===== config.mk =====
export PLATFORM = sky130hd
export DESIGN_NAME = bypass_status_indicator_logic
export DESIGN_NICKNAME = d
export VERILOG_FILES = /design/src/pkg/bypass_led_pkg.sv /design/src/rtl/bypass_status_indicator_logic.sv
export SDC_FILE = /design/constraint.sdc
export NUM_CORES = 1
export LEC_CHECK = 0
export ABC_AREA = 1
export BUFFER_PORTS_ARGS = -buffer_cell sky130_fd_sc_hd__clkbuf_2
export CORE_MARGIN = 10
export CORE_UTILIZATION = 51
export CTS_CLUSTER_SIZE = 24
export DETAILED_ROUTE_END_ITERATION = 10
export PLACE_DENSITY = 0.83
export SYNTH_ARGS = -nofsm -noshare
export SYNTH_HDL_FRONTEND = slang
export SYNTH_SLANG_ARGS = --single-unit

===== constraint.sdc =====
create_clock -name clock_i -period 2.2 [get_ports clock_i]
set_clock_uncertainty 0.1 [all_clocks]
set_input_delay 0.44 -clock clock_i [delete_from_list [all_inputs] [get_ports clock_i]]
set_output_delay 0.44 -clock clock_i [all_outputs]
set_load 0.005 [all_outputs]

===== src/pkg/bypass_led_pkg.sv =====
`default_nettype none
package bypass_led_pkg;
	// Clock and blink timing
	localparam int CLK_HZ           = 10_000_000;
	localparam int BLINK_PERIOD_MS  = 1000;
	localparam int BLINK_PERIOD_CYC = BLINK_PERIOD_MS * (CLK_HZ / 1000);
	localparam int LONG_DUTY_PCT    = 50;
	localparam int SHORT_DUTY_PCT   = 15;
	localparam int DOUBLE_ON_PCT    = 10;
	localparam int PHASE_W          = 24;
	// Heartbeat
	localparam int HEARTBEAT_COUNT  = 500;
	localparam int HB_CNT_W         = 9;
	// Register port
	localparam int ADDR_W           = 8;
	localparam int DATA_W           = 32;
	localparam logic [ADDR_W-1:0] REG_CTRL   = 8'h00;
	localparam logic [ADDR_W-1:0] REG_STATUS = 8'h04;
	localparam logic [ADDR_W-1:0] REG_COUNT  = 8'h08;
	localparam logic [DATA_W-1:0] CTRL_RESET = 32'h0000_0000;
	localparam int CTRL_LAMP_TEST_BIT  = 0;
	localparam int COUNT_SCAN_LSB      = 16;
	// Identifier characters
	localparam logic [7:0] BYPASS_PREFIX = 8'h5A;
	localparam logic [7:0] MON_PREFIX    = 8'h55;
	localparam logic [7:0] MON_BYPASS    = 8'h42;
	localparam logic [7:0] MON_GRP1      = 8'h31;
	localparam logic [7:0] MON_GRP2      = 8'h32;
	localparam logic [7:0] MON_GRP4      = 8'h34;
	localparam logic [7:0] MON_GRP5      = 8'h35;

	typedef enum logic [1:0] {
		OP_OFF  = 2'b00,
		OP_AUTO = 2'b01,
		OP_HAND = 2'b10
	} op_mode_e;

	typedef enum logic [4:0] {
		PAT_OFF    = 5'b00001,
		PAT_SOLID  = 5'b00010,
		PAT_LONG   = 5'b00100,
		PAT_SHORT  = 5'b01000,
		PAT_DOUBLE = 5'b10000
	} lamp_pat_e;

	typedef struct packed {
		op_mode_e mode;
		logic     running;
		logic     dc_brake;
		logic     zero_ref;
		logic     decel;
		logic     pi_sleep;
		logic     ready;
		logic     run_cmd;
		logic     cycle_run;
		logic     fast_stop;
	} drive_state_s;

	typedef struct packed {
		logic [7:0] prefix;
		logic [7:0] second;
		logic       is_monitor;
		logic       in_bypass_copy;
	} param_id_s;

	typedef struct packed {
		logic auto_lamp;
		logic hand_lamp;
	} lamp_pair_s;
endpackage
`default_nettype wire


===== src/rtl/bypass_status_indicator_logic.sv =====
`default_nettype none
module bypass_status_indicator_logic
	import bypass_led_pkg::*;
#(
	parameter int BLINK_CYC = BLINK_PERIOD_CYC
) (
	// Clock, reset, enable
	input  wire logic              clock_i,
	input  wire logic              reset_i,
	input  wire logic              enable_i,
	// Register port
	input  wire logic [ADDR_W-1:0] reg_addr_i,
	input  wire logic [DATA_W-1:0] reg_wdata_i,
	input  wire logic              reg_write_i,
	input  wire logic              reg_read_i,
	output logic      [DATA_W-1:0] reg_rdata_o,
	// Serial link activity
	input  wire logic              link_transmit_i,
	input  wire logic              link_receive_i,
	// Processing events
	input  wire logic              round_done_i,
	input  wire logic              scan_done_i,
	// Fault sources
	input  wire logic              fault_active_i,
	input  wire logic              alarm_active_i,
	input  wire logic              setting_consistency_error_i,
	input  wire logic              tune_fault_i,
	// Drive and keypad state
	input  wire drive_state_s      drive_state_i,
	input  wire logic              key_auto_i,
	input  wire logic              key_hand_i,
	input  wire logic              programming_mode_i,
	// Parameter display
	input  wire param_id_s         param_id_i,
	input  wire logic              drive_powered_i,
	input  wire logic              edit_req_i,
	// Indicators
	output logic                   module_status_led_o,
	output logic                   network_status_led_o,
	output logic                   round_heartbeat_led_o,
	output logic                   scan_heartbeat_led_o,
	output logic                   fault_indicator_o,
	output lamp_pair_s             lamps_o,
	// Keypad and display results
	output logic                   auto_key_o,
	output logic                   hand_key_o,
	output logic                   show_value_o,
	output logic                   show_dashes_o,
	output logic                   edit_accept_o,
	output logic                   edit_reject_o
);

	// Blink thresholds inside one period, and the last heartbeat count
	localparam logic [PHASE_W-1:0] PH_LAST   = PHASE_W'(BLINK_CYC - 1);
	localparam logic [PHASE_W-1:0] PH_LONG   = PHASE_W'(BLINK_CYC * LONG_DUTY_PCT / 100);
	localparam logic [PHASE_W-1:0] PH_SHORT  = PHASE_W'(BLINK_CYC * SHORT_DUTY_PCT / 100);
	localparam logic [PHASE_W-1:0] PH_DBL    = PHASE_W'(BLINK_CYC * DOUBLE_ON_PCT / 100);
	localparam logic [HB_CNT_W-1:0] HB_LAST  = HB_CNT_W'(HEARTBEAT_COUNT - 1);

	// Pattern choice for one lamp; double blink cause differs per mode
	function automatic lamp_pat_e pick_pattern(input drive_state_s s, input logic is_auto);
		logic dbl;
		dbl = is_auto ? s.fast_stop : s.cycle_run;
		if (dbl)
			pick_pattern = PAT_DOUBLE;
		else if (s.pi_sleep || (s.running && (s.zero_ref || s.decel)))
			pick_pattern = PAT_LONG;
		else if (s.running || s.dc_brake)
			pick_pattern = PAT_SOLID;
		else if (s.ready && !s.run_cmd)
			pick_pattern = PAT_SHORT;
		else
			pick_pattern = PAT_OFF;
	endfunction

	// Lamp level for a pattern at a phase of the blink period
	function automatic logic pattern_on(input lamp_pat_e p, input logic [PHASE_W-1:0] ph);
		case (p)
			PAT_OFF:    pattern_on = 1'b0;
			PAT_SOLID:  pattern_on = 1'b1;
			PAT_LONG:   pattern_on = ph < PH_LONG;
			PAT_SHORT:  pattern_on = ph < PH_SHORT;
			PAT_DOUBLE: pattern_on = (ph < PH_DBL) || (ph >= 2 * PH_DBL && ph < 3 * PH_DBL);
			default:    pattern_on = 1'b0;
		endcase
	endfunction

	// State
	logic [DATA_W-1:0]   ctrl_reg, ctrl_next;
	logic [DATA_W-1:0]   rdata_reg, rdata_next;
	logic [PHASE_W-1:0]  phase_reg, phase_next;
	logic [HB_CNT_W-1:0] round_cnt_reg, round_cnt_next;
	logic [HB_CNT_W-1:0] scan_cnt_reg, scan_cnt_next;
	logic                ms_led_reg, ms_led_next;
	logic                round_led_reg, round_led_next;
	logic                scan_led_reg, scan_led_next;
	logic                fault_reg, fault_next;
	lamp_pair_s          lamps_reg, lamps_next;
	logic                auto_key_reg, auto_key_next;
	logic                hand_key_reg, hand_key_next;
	logic                show_val_reg, show_val_next;
	logic                dashes_reg, dashes_next;
	logic                accept_reg, accept_next;
	logic                reject_reg, reject_next;
	logic                lamp_test;
	lamp_pat_e           auto_pat, hand_pat;
	logic                is_bypass_param, is_bypass_mon, is_drive_mon;

	assign lamp_test = ctrl_reg[CTRL_LAMP_TEST_BIT];

	// Register port; reads answer one cycle later, unmapped reads return zero
	always_comb begin
		ctrl_next  = ctrl_reg;
		rdata_next = '0;
		if (reg_write_i && reg_addr_i == REG_CTRL)
			ctrl_next = reg_wdata_i & DATA_W'(1 << CTRL_LAMP_TEST_BIT);
		if (reg_read_i) begin
			case (reg_addr_i)
				REG_CTRL:   rdata_next = ctrl_reg;
				REG_STATUS: rdata_next = {24'h00_0000, lamps_reg.hand_lamp, lamps_reg.auto_lamp,
						fault_reg, scan_led_reg, round_led_reg, ms_led_reg, ms_led_reg, drive_powered_i};
				REG_COUNT:  rdata_next = {7'h00, scan_cnt_reg, 7'h00, round_cnt_reg};
				default:    rdata_next = '0;
			endcase
		end
	end

	always_ff @(posedge clock_i) begin
		if (reset_i) begin
			ctrl_reg  <= CTRL_RESET;
			rdata_reg <= '0;
		end else if (enable_i) begin
			ctrl_reg  <= ctrl_next;
			rdata_reg <= rdata_next;
		end
	end

	// Link activity and heartbeat counters
	always_comb begin
		ms_led_next    = ms_led_reg;
		round_cnt_next = round_cnt_reg;
		scan_cnt_next  = scan_cnt_reg;
		round_led_next = round_led_reg;
		scan_led_next  = scan_led_reg;
		if (link_transmit_i)
			ms_led_next = 1'b1;
		else if (link_receive_i)
			ms_led_next = 1'b0;
		if (round_done_i) begin
			if (round_cnt_reg == HB_LAST) begin
				round_cnt_next = '0;
				round_led_next = !round_led_reg;
			end else
				round_cnt_next = round_cnt_reg + 1'b1;
		end
		if (scan_done_i) begin
			if (scan_cnt_reg == HB_LAST) begin
				scan_cnt_next = '0;
				scan_led_next = !scan_led_reg;
			end else
				scan_cnt_next = scan_cnt_reg + 1'b1;
		end
	end

	always_ff @(posedge clock_i) begin
		if (reset_i) begin
			ms_led_reg    <= 1'b0;
			round_cnt_reg <= '0;
			scan_cnt_reg  <= '0;
			round_led_reg <= 1'b0;
			scan_led_reg  <= 1'b0;
		end else if (enable_i) begin
			ms_led_reg    <= ms_led_next;
			round_cnt_reg <= round_cnt_next;
			scan_cnt_reg  <= scan_cnt_next;
			round_led_reg <= round_led_next;
			scan_led_reg  <= scan_led_next;
		end
	end

	// Blink phase, fault indicator and mode lamps share one free period
	always_comb begin
		phase_next = (phase_reg == PH_LAST) ? '0 : phase_reg + 1'b1;
		auto_pat   = pick_pattern(drive_state_i, 1'b1);
		hand_pat   = pick_pattern(drive_state_i, 1'b0);
		// Steady fault wins over flashing so a latched fault never looks transient
		if (lamp_test || fault_active_i)
			fault_next = 1'b1;
		else if (alarm_active_i || setting_consistency_error_i || tune_fault_i)
			fault_next = phase_reg < PH_LONG;
		else
			fault_next = 1'b0;
		lamps_next = '0;
		case (drive_state_i.mode)
			OP_AUTO: lamps_next.auto_lamp = pattern_on(auto_pat, phase_reg);
			OP_HAND: lamps_next.hand_lamp = pattern_on(hand_pat, phase_reg);
			default: lamps_next = '0;
		endcase
		if (lamp_test)
			lamps_next = '1;
	end

	always_ff @(posedge clock_i) begin
		if (reset_i) begin
			phase_reg <= '0;
			fault_reg <= 1'b0;
			lamps_reg <= '0;
		end else if (enable_i) begin
			phase_reg <= phase_next;
			fault_reg <= fault_next;
			lamps_reg <= lamps_next;
		end
	end

	// Keypad gating and parameter display policy
	always_comb begin
		auto_key_next   = key_auto_i && !programming_mode_i;
		hand_key_next   = key_hand_i && !programming_mode_i;
		is_bypass_param = !param_id_i.is_monitor && param_id_i.prefix == BYPASS_PREFIX;
		is_bypass_mon   = param_id_i.is_monitor && param_id_i.prefix == MON_PREFIX
				&& param_id_i.second == MON_BYPASS;
		is_drive_mon    = param_id_i.is_monitor && param_id_i.prefix == MON_PREFIX
				&& (param_id_i.second == MON_GRP1 || param_id_i.second == MON_GRP2
				|| param_id_i.second == MON_GRP4 || param_id_i.second == MON_GRP5);
		if (param_id_i.is_monitor) begin
			show_val_next = is_bypass_mon || drive_powered_i;
			dashes_next   = is_drive_mon && !drive_powered_i;
		end else begin
			// Drive-side values held in both places survive drive power loss
			show_val_next = is_bypass_param || drive_powered_i
					|| param_id_i.in_bypass_copy;
			dashes_next   = 1'b0;
		end
		accept_next = edit_req_i && !param_id_i.is_monitor
				&& (is_bypass_param || drive_powered_i);
		reject_next = edit_req_i && !accept_next;
	end

	always_ff @(posedge clock_i) begin
		if (reset_i) begin
			auto_key_reg <= 1'b0;
			hand_key_reg <= 1'b0;
			show_val_reg <= 1'b0;
			dashes_reg   <= 1'b0;
			accept_reg   <= 1'b0;
			reject_reg   <= 1'b0;
		end else if (enable_i) begin
			auto_key_reg <= auto_key_next;
			hand_key_reg <= hand_key_next;
			show_val_reg <= show_val_next;
			dashes_reg   <= dashes_next;
			accept_reg   <= accept_next;
			reject_reg   <= reject_next;
		end
	end

	// Outputs straight from flops
	assign reg_rdata_o           = rdata_reg;
	assign module_status_led_o   = ms_led_reg;
	assign network_status_led_o  = ms_led_reg;
	assign round_heartbeat_led_o = round_led_reg;
	assign scan_heartbeat_led_o  = scan_led_reg;
	assign fault_indicator_o     = fault_reg;
	assign lamps_o               = lamps_reg;
	assign auto_key_o            = auto_key_reg;
	assign hand_key_o            = hand_key_reg;
	assign show_value_o          = show_val_reg;
	assign show_dashes_o         = dashes_reg;
	assign edit_accept_o         = accept_reg;
	assign edit_reject_o         = reject_reg;
endmodule
`default_nettype wire


==> results of run 1 <==
## kinds of logic after synthesis
logic type,synth area share
flops,0.358
other cells,0.000918
compound gates,0.126
simple gates,0.369
xor+xnor,0.0129
fa+ha+maj,0.0123
buf+inv,0.121
## worst min path at each step
stage,cells after the start,endpoint
after floorplan,1,round_cnt_reg[7]$_SDFFE_PP0P_
after global placement,1,round_cnt_reg[7]$_SDFFE_PP0P_
after detailed placement,2,reg_rdata_o[8]$_SDFFE_PP0P_
after CTS,3,module_status_led_o$_SDFFE_PP0P_
after global routing,3,module_status_led_o$_SDFFE_PP0P_
final,3,module_status_led_o$_SDFFE_PP0P_
## metrics by stage
| step | power, mW | setup slack (ns) | instances | instance area [µm²] | hold WS, ns |
|---|---|---|---|---|---|
| final | 2.55 | 0.309 | 808 | 4740 | 0.214 |
| after global routing | 2.66 | 0.127 | 808 | 4740 | 0.231 |
| after CTS | 2.58 | 0.315 | 808 | 4740 | 0.198 |
| after detailed placement | 1.59 | 0.160 | 792 | 4560 | 0.357 |
| after global placement | 1.58 | 0.214 | 792 | 4560 | 0.340 |
| after floorplan | 1.52 | 0.600 | 624 | 4130 | 0.327 |
## worst max-delay path, cell delays in order, from the launching register on
cell     delay [ns]
dfxtp_1        0.39
ha_1           0.22
nand2_1        0.11
nor2_1         0.24
nand3_2        0.17
nor2_1         0.28
a21oi_1        0.14
nor3_2         0.18
## synth_stat cells, types with 2 or more instances
| cell | instances | share of area |
|---|---|---|
| a21oi_1 | 47 | 0.058 |
| clkbuf_1 | 6 | 0.0055 |
| xor2_1 | 5 | 0.011 |
| nor3b_1 | 6 | 0.011 |
| nand2_2 | 5 | 0.0077 |
| inv_1 | 74 | 0.068 |
| a211oi_1 | 2 | 0.0037 |
| clkinv_1 | 2 | 0.0018 |
| o22ai_1 | 2 | 0.0031 |
| nor2_1 | 79 | 0.073 |
| o21ai_0 | 23 | 0.028 |
| buf_2 | 2 | 0.0025 |
| nand3_2 | 2 | 0.0049 |
| nand3_1 | 41 | 0.050 |
| buf_4 | 16 | 0.029 |
| nand2_1 | 137 | 0.13 |
| a211oi_2 | 3 | 0.0092 |
| nor3_1 | 25 | 0.031 |
| ha_1 | 4 | 0.012 |
| a31oi_1 | 2 | 0.0031 |
| nor4_1 | 4 | 0.0061 |
| nand4_1 | 5 | 0.0077 |
| nor3_2 | 9 | 0.022 |
| inv_2 | 9 | 0.0083 |
| dfxtp_1 | 73 | 0.36 |
| nor2_2 | 7 | 0.011 |
| a21oi_2 | 2 | 0.0043 |
## area by class of cell
type / count / area, µm² / area share
Inverter: 85 / 319 / 0.0673
Multi-Input combinational cell: 440 / 2180 / 0.459
Clock inverter: 7 / 58.8 / 0.0124
Tap cell: 102 / 128 / 0.0269
Timing Repair Buffer: 92 / 475 / 0.100
Clock buffer: 9 / 124 / 0.0261
Sequential cell: 73 / 1460 / 0.308
## metal layers
| layer | part of all wire | vias to the layer above | track usage |
|---|---|---|---|
| met4 | 0.021 | 0 | 0.0743 |
| li1 | - | 2128 | - |
| met2 | 0.52 | 125 | 0.327 |
| met3 | 0.062 | 24 | 0.0480 |
| met1 | 0.40 | 1858 | 0.205 |
| met5 | 0 | - | 0 |
## report_power, final
group	internal (mW)	total, mW	switching [mW]
sequential	1.34	1.35	0.0152
combinational	0.0816	0.209	0.127
clock	0.431	0.992	0.561
total	1.85	2.55	0.704
==> results.json, run 1 <==
{
  "outcome": "finished clean",
  "ff2ff_path_depth": 7,
  "synth-edff-count": 0,
  "htree_levels": 3,
  "grt_overflow": 0,
  "grt_use_total": 0.184,
  "cap_violations": 0,
  "p_leak_nw": 2.10,
  "crit_start": "phase_reg[0]$_SDFFE_PP0P_",
  "antenna_found_initial": 0,
  "insertedDiodeCount": 0,
  "fmax_mhz": 529,
  "min-delay-start": "link_transmit_i",
  "post_cts_resize_count": 0,
  "drt-initial-drc-count": 177,
  "rows": 32,
  "coreArea_mm2": 0.00777,
  "reg2reg_from": "phase_reg[0]$_SDFFE_PP0P_",
  "num_io_pins": 132,
  "cts.hold.buffers_added": 0,
  "final_max_slew_viol_count": 0,
  "crit_end": "phase_reg[22]$_SDFFE_PP0P_",
  "finalHoldViolations": 0,
  "worstPathArrival_ns": 2.08,
  "ys_seq_area_frac": 0.358,
  "async_flop_share": 0,
  "num_vias": 4135,
  "hpwlAfterDp_um": 8680,
  "routed_wl_um": 10900,
  "mostFrequentLayoutCells": "137 x nand2_1, 86 x clkbuf_2, 79 x nor2_1",
  "synth.avg_cell_area_um2": 6.68,
  "vias_per_cell": 5.12,
  "grt_pass1_wl_um": 18100,
  "cts_setup_buffers": 0,
  "grt_max_degree": 33,
  "synthesis.area_mm2": 0.00408,
  "numCtsBuffers": 9,
  "final_util": 0.611,
  "gp_congestion": 0.896,
  "largest_register_ff_count": 24,
  "ir_drop_v": 0.000367,
  "numPortBuffers": 86,
  "fin_crit_sh": 0.860,
  "final_common_cell": "nand2_1",
  "cts_tree": "built",
  "setup_viol": 0,
  "end_kind": "flop",
  "rrSetupSlack_ns": 0.31,
  "yosysUniqueCellTypes": 46,
  "drc": 0,
  "drive_gt1_frac": 0.212,
  "areaGrowthSynthToFinish_pct": 16.1,
  "ant_nets": 0,
  "yosys_warnings": 0,
  "initial_utilization": 0.526,
  "layout.nets": 792,
  "hold_path_class": "in -> reg",
  "fin_crit_ns": 1.89,
  "fill_cells": 706,
  "fp.dieH_um": 109,
  "clockBufferDepth": 2,
  "powerDensity_mw_per_mm2": 539,
  "clkSinkCount": 73,
  "crit_fanout": 4,
  "clock_latency_ns": 0.36,
  "first_global_vias": 4069,
  "path_clk_slew_ns": 0.09,
  "rr_endpoint": "phase_reg[22]$_SDFFE_PP0P_",
  "path_class": "reg -> reg",
  "cp-start-kind": "flop",
  "drtPass1Iterations": 4,
  "synthCells": 611,
  "rsz0062_at_grt": "no",
  "dieArea_mm2": 0.0120,
  "synth_seq_cells": 73,
  "tns_ns": 0,
  "wl_per_cell_um": 13.5,
  "cts_root_buffer": "clkbuf_8",
  "die_w_um": 109,
  "required_ns": 2.39,
  "ys.flop_type": "dfxtp_1"
}
(Power assumes the default switching activity.)
==> run 2: changes to the inputs <==
--- a/config.mk
+++ b/config.mk
@@ -8,10 +8,11 @@
 export ABC_AREA = 1
 export BUFFER_PORTS_ARGS = -buffer_cell sky130_fd_sc_hd__clkbuf_2
 export CORE_MARGIN = 10
-export CORE_UTILIZATION = 51
+export CORE_UTILIZATION = 30
+export CTS_BUF_LIST = sky130_fd_sc_hd__clkbuf_8
 export CTS_CLUSTER_SIZE = 24
 export DETAILED_ROUTE_END_ITERATION = 10
-export PLACE_DENSITY = 0.83
+export PLACE_DENSITY = 0.55
 export SYNTH_ARGS = -nofsm -noshare
 export SYNTH_HDL_FRONTEND = slang
 export SYNTH_SLANG_ARGS = --single-unit
==> constraint.sdc (replaced) <==
create_clock -name clock_i -period 1.8 [get_ports clock_i]
set_clock_uncertainty 0.1 [all_clocks]
set_input_delay 0.36 -clock clock_i [delete_from_list [all_inputs] [get_ports clock_i]]
set_output_delay 0.36 -clock clock_i [all_outputs]
set_load 0.005 [all_outputs]
==> run 2 against run 1 <==
Via count up 2.1%; power up 25%; global-route usage down 5.9 points; sequential share of layout area down 2.1 points; sequential power up 22%; flip-flop and latch count unchanged; first-iteration DRC count up 54%; worst hold slack worse by 0.097 ns; non-clock buffer count up 30; final area up 8.6%; routed wire length up 8.8%; die area up 56%; critical endpoint is now phase_reg[10]$_SDFFE_PP0P_; largest power group unchanged.
==> results.json, run 2 (synthesis results as in run 1) <==
{
  "first_global_vias": 4195,
  "fmax_mhz": 589,
  "fin_crit_ns": 1.70,
  "gp_congestion": 0.883,
  "drc": 0,
  "dieArea_mm2": 0.0187,
  "die_w_um": 137,
  "fill_cells": 1422,
  "fin_crit_sh": 0.943,
  "coreArea_mm2": 0.0133,
  "mostFrequentLayoutCells": "134 x nand2_1, 86 x clkbuf_2, 75 x nor2_1",
  "crit_path_max_incr_delay_ns": 0.37,
  "place_area_mm2": 0.00485,
  "worstPathArrival_ns": 1.85,
  "drt-initial-drc-count": 273,
  "antenna_found_initial": 0,
  "final_common_cell": "nand2_1",
  "crit_fanout": 5,
  "placed_cells": 889,
  "num_io_pins": 132,
  "clockBufferDepth": 2,
  "finalHoldViolations": 0,
  "rr_endpoint": "phase_reg[10]$_SDFFE_PP0P_",
  "path_clk_slew_ns": 0.08,
  "layout.nets": 822,
  "rows": 42,
  "ant_nets": 0,
  "clkSinkCount": 73,
  "tns_ns": 0,
  "timing.hold.ws_ns": 0.117,
  "final_max_slew_viol_count": 0,
  "cp_common_cell": "buf_4",
  "fp.dieH_um": 137,
  "end_kind": "flop",
  "cts_tree": "built",
  "outcome": "finished clean",
  "grt_pass1_wl_um": 19200,
  "p_leak_nw": 2.28,
  "place_worst_setup_slack_ns": -0.00927,
  "fin_area_mm2": 0.00515,
  "ir_drop_v": 0.000516,
  "grt_max_degree": 17,
  "cp-start-kind": "flop",
  "final_cell_count_no_fill": 910,
  "hpwlAfterDp_um": 9500,
  "path_cells": "inv_4 -> nand2_4 -> nor2_4 -> nand3_2 -> nor4_2 -> nand2_1 -> buf_4 -> buf_4 -> o2111a_1",
  "ff2ff_path_depth": 9,
  "wl_per_cell_um": 13.1,
  "setup_viol": 0,
  "cap_violations": 0,
  "grt_use_total": 0.125,
  "drive_gt1_frac": 0.271,
  "initial_utilization": 0.307,
  "numPortBuffers": 86,
  "num_vias": 4221,
  "whs_path_depth": 3,
  "required_ns": 1.96,
  "powerDensity_mw_per_mm2": 620,
  "crit_start": "phase_reg[11]$_SDFFE_PP0P_",
  "areaGrowthSynthToFinish_pct": 26.1,
  "min-delay-start": "link_transmit_i",
  "reg2reg_from": "phase_reg[11]$_SDFFE_PP0P_",
  "largest_register_ff_count": 24,
  "drtPass1Iterations": 4,
  "cp_slowest_cell": "dfxtp_4",
  "min_to": "module_status_led_o$_SDFFE_PP0P_",
  "cts.hold.buffers_added": 0,
  "setup_slack_ns": 0.103,
  "vias_per_cell": 4.64,
  "cts_root_buffer": "clkbuf_8",
  "hold_path_class": "in -> reg",
  "insertedDiodeCount": 0,
  "rrSetupSlack_ns": 0.10,
  "path_class": "reg -> reg",
  "grt_overflow": 0,
  "htree_levels": 3,
  "routed_wl_um": 11900,
  "clock_latency_ns": 0.36,
  "numCtsBuffers": 9
}
run 2: what timing repair did:
| action | CTS | global route |
|---|---|---|
| endpoints found under the setup margin | 0 | 17 |
| buffers inserted | 0 | 7 |
| gates resized for setup | 0 | 28 |
run 2: critical path: cells and delay by family (launching register included):
family          cells  cell delay (ns)
flops               1             0.37
simple gates        5             0.67
compound gates      1             0.10
buf+inv             3             0.36
run 2: metrics by stage:
stage | utilization | power [mW]
after global routing | 0.387 | 3.34
final | 0.387 | 3.19
after floorplan | - | 1.85
after detailed placement | 0.365 | 1.97
after CTS | 0.379 | 3.24
after global placement | 0.365 | 1.96
run 2: routing by layer:
layer | vias to the layer above | GRT usage | wire (µm)
met5 | - | 0 | 0
met4 | 0 | 0.0396 | 183
met3 | 14 | 0.0359 | 506
met2 | 79 | 0.229 | 6250
met1 | 1940 | 0.135 | 4960
li1 | 2188 | - | -
run 2: final cells by class:
cell class / count / area [µm²] / share of cell area
clock inverters: 5 / 58.8 / 0.0114
multi-input cells: 440 / 2220 / 0.431
flip-flops and latches: 73 / 1480 / 0.287
clock buffers: 9 / 124 / 0.0240
repair buffers: 122 / 726 / 0.141
inverters: 85 / 324 / 0.0629
well taps: 176 / 220 / 0.0427
run 2: worst max-delay path by stage:
stage,to,cells past startpoint
floorplan,phase_reg[1]$_SDFFE_PP0P_,8
global placement,phase_reg[19]$_SDFFE_PP0P_,9
detailed placement,phase_reg[11]$_SDFFE_PP0P_,7
CTS,phase_reg[22]$_SDFFE_PP0P_,7
global route,phase_reg[11]$_SDFFE_PP0P_,9
finish,phase_reg[10]$_SDFFE_PP0P_,9
run 2: power by group:
group	internal (mW)	switching (mW)	leakage, nW
clock	0.624	0.643	0.0872
sequential	1.63	0.0192	0.596
combinational	0.115	0.159	1.60
==> run 3: changes to the inputs <==
--- a/config.mk
+++ b/config.mk
@@ -9,7 +9,7 @@
 export BUFFER_PORTS_ARGS = -buffer_cell sky130_fd_sc_hd__clkbuf_2
 export CORE_MARGIN = 10
 export CORE_UTILIZATION = 30
-export CTS_BUF_LIST = sky130_fd_sc_hd__clkbuf_8
+export CTS_BUF_LIST = sky130_fd_sc_hd__clkbuf_4 sky130_fd_sc_hd__clkbuf_8 sky130_fd_sc_hd__clkbuf_16
 export CTS_CLUSTER_SIZE = 24
 export DETAILED_ROUTE_END_ITERATION = 10
 export PLACE_DENSITY = 0.55
==> run 3 against run 2 <==
Final area rose by 1.3%; via count barely moved; clock power rose by 38%; final cell count fell by 0.11%; combinational power barely moved; fmax rose by 0.84%; largest cell class unchanged.
==> results.json, run 3 (synthesis results as in run 1) <==
{
  "outcome": "finished clean",
  "largest_register_ff_count": 24,
  "num_io_pins": 132,
  "fin_crit_ns": 1.68,
  "p_leak_nw": 2.32,
  "areaGrowthSynthToFinish_pct": 27.8,
  "final_common_cell": "nand2_1",
  "cap_violations": 0,
  "drc": 0,
  "ant_nets": 0,
  "layout.nets": 821,
  "drive_gt1_frac": 0.266,
  "fp.dieH_um": 137,
  "grt_pass1_wl_um": 19300,
  "clock_latency_ns": 0.34,
  "mostFrequentLayoutCells": "135 x nand2_1, 86 x clkbuf_2, 76 x nor2_1",
  "cts.hold.buffers_added": 0,
  "rows": 42,
  "cp-start-kind": "flop",
  "coreArea_mm2": 0.0133,
  "hold_path_class": "in -> reg",
  "power_mw": 3.68,
  "required_ns": 1.92,
  "initial_utilization": 0.307,
  "cts_tree": "built",
  "antenna_found_initial": 0,
  "grt_overflow": 0,
  "grt_use_total": 0.126,
  "fmax_mhz": 594,
  "clkSinkCount": 73,
  "routed_wl_um": 11800,
  "gp_congestion": 0.883,
  "finalHoldViolations": 0,
  "setup_viol": 0,
  "whs_path_depth": 3,
  "numCtsBuffers": 9,
  "clockBufferDepth": 2,
  "worstPathArrival_ns": 1.80,
  "wl_per_cell_um": 13.0,
  "insertedDiodeCount": 0,
  "grt_max_degree": 17,
  "fin_crit_sh": 0.935,
  "dieArea_mm2": 0.0187,
  "cts_root_buffer": "clkbuf_16",
  "crit_fanout": 5,
  "numPortBuffers": 86,
  "fin_area_mm2": 0.00522,
  "path_class": "reg -> reg",
  "vias_per_cell": 4.64,
  "die_w_um": 137,
  "end_kind": "flop",
  "final_max_slew_viol_count": 0,
  "htree_levels": 3,
  "path_clk_slew_ns": 0.06,
  "ir_drop_v": 0.000486,
  "powerDensity_mw_per_mm2": 705,
  "num_vias": 4217,
  "drt-initial-drc-count": 264,
  "ff2ff_path_depth": 11,
  "place_area_mm2": 0.00485,
  "hpwlAfterDp_um": 9500,
  "first_global_vias": 4203,
  "drtPass1Iterations": 4,
  "rsz0062_at_grt": "no"
}
==> run 3: cell types whose count changed in the layout (fill, tap and decap cells not counted), sizes merged <==
cell / change
buf: -1
==> run 3: stage by stage <==
| stage | setup TNS [ns] | util | cells | hold WS, ns | worst slack (ns) |
|---|---|---|---|---|---|
| global route | 0 | 0.393 | 909 | 0.178 | 0.000675 |
| floorplan | 0 | - | 624 | 0.327 | 0.280 |
| CTS | 0 | 0.386 | 903 | 0.132 | 0.0520 |
| detailed placement | -0.00927 | 0.365 | 889 | 0.350 | -0.00927 |
| finish | 0 | 0.393 | 909 | 0.150 | 0.117 |
| global placement | 0 | 0.365 | 889 | 0.343 | 0.0139 |
==> run 3: worst paths after layout <==
check,from,endpoint,slack [ns]
hold / removal,link_transmit_i,module_status_led_o$_SDFFE_PP0P_,0.15
hold reg to reg,round_cnt_reg[7]$_SDFFE_PP0P_,round_cnt_reg[7]$_SDFFE_PP0P_,0.36
setup / recovery,phase_reg[20]$_SDFFE_PP0P_,lamps_o[1]$_SDFFE_PP0P_,0.12
setup reg to reg,phase_reg[20]$_SDFFE_PP0P_,lamps_o[1]$_SDFFE_PP0P_,0.12
==> run 3: worst max-delay path, cell delays in order, from the launching register on <==
cell	delay (ns)
dfxtp_1	0.31
buf_4	0.15
nor2_1	0.16
nand2_1	0.09
nor2_1	0.17
nand3_1	0.10
nand3_1	0.15
nand3_1	0.09
nand2_1	0.06
inv_1	0.03
nand2_1	0.06
a21oi_1	0.06
==> run 3: what timing repair did <==
item                       4_1_cts  5_1_grt
resized for setup                0       20
setup endpoints to repair        0       17
setup buffers                    0        6
==> run 3: final cells by class <==
cell class                 instances  area, µm²
timing repair buffer             121        718
inverter                          85        319
fill                            1415       8080
sequential                        73       1480
multi-input combinational        440       2200
clock inverter                     5       58.8
tap                              176        220
clock buffer                       9        225
==> run 3: power by group <==
group	leakage, nW	total [mW]	internal, mW	switching (mW)
combinational	1.59	0.274	0.115	0.159
clock	0.133	1.75	1.06	0.691
sequential	0.596	1.66	1.64	0.0190
total	2.32	3.68	2.81	0.869
==> run 3: layer usage <==
| layer | vias to the layer above | share of wire | track usage |
|---|---|---|---|
| li1 | 2184 | - | - |
| met1 | 1944 | 0.42 | 0.137 |
| met2 | 73 | 0.53 | 0.231 |
| met3 | 16 | 0.044 | 0.0381 |
| met4 | 0 | 0.012 | 0.0343 |
| met5 | - | 0 | 0 |
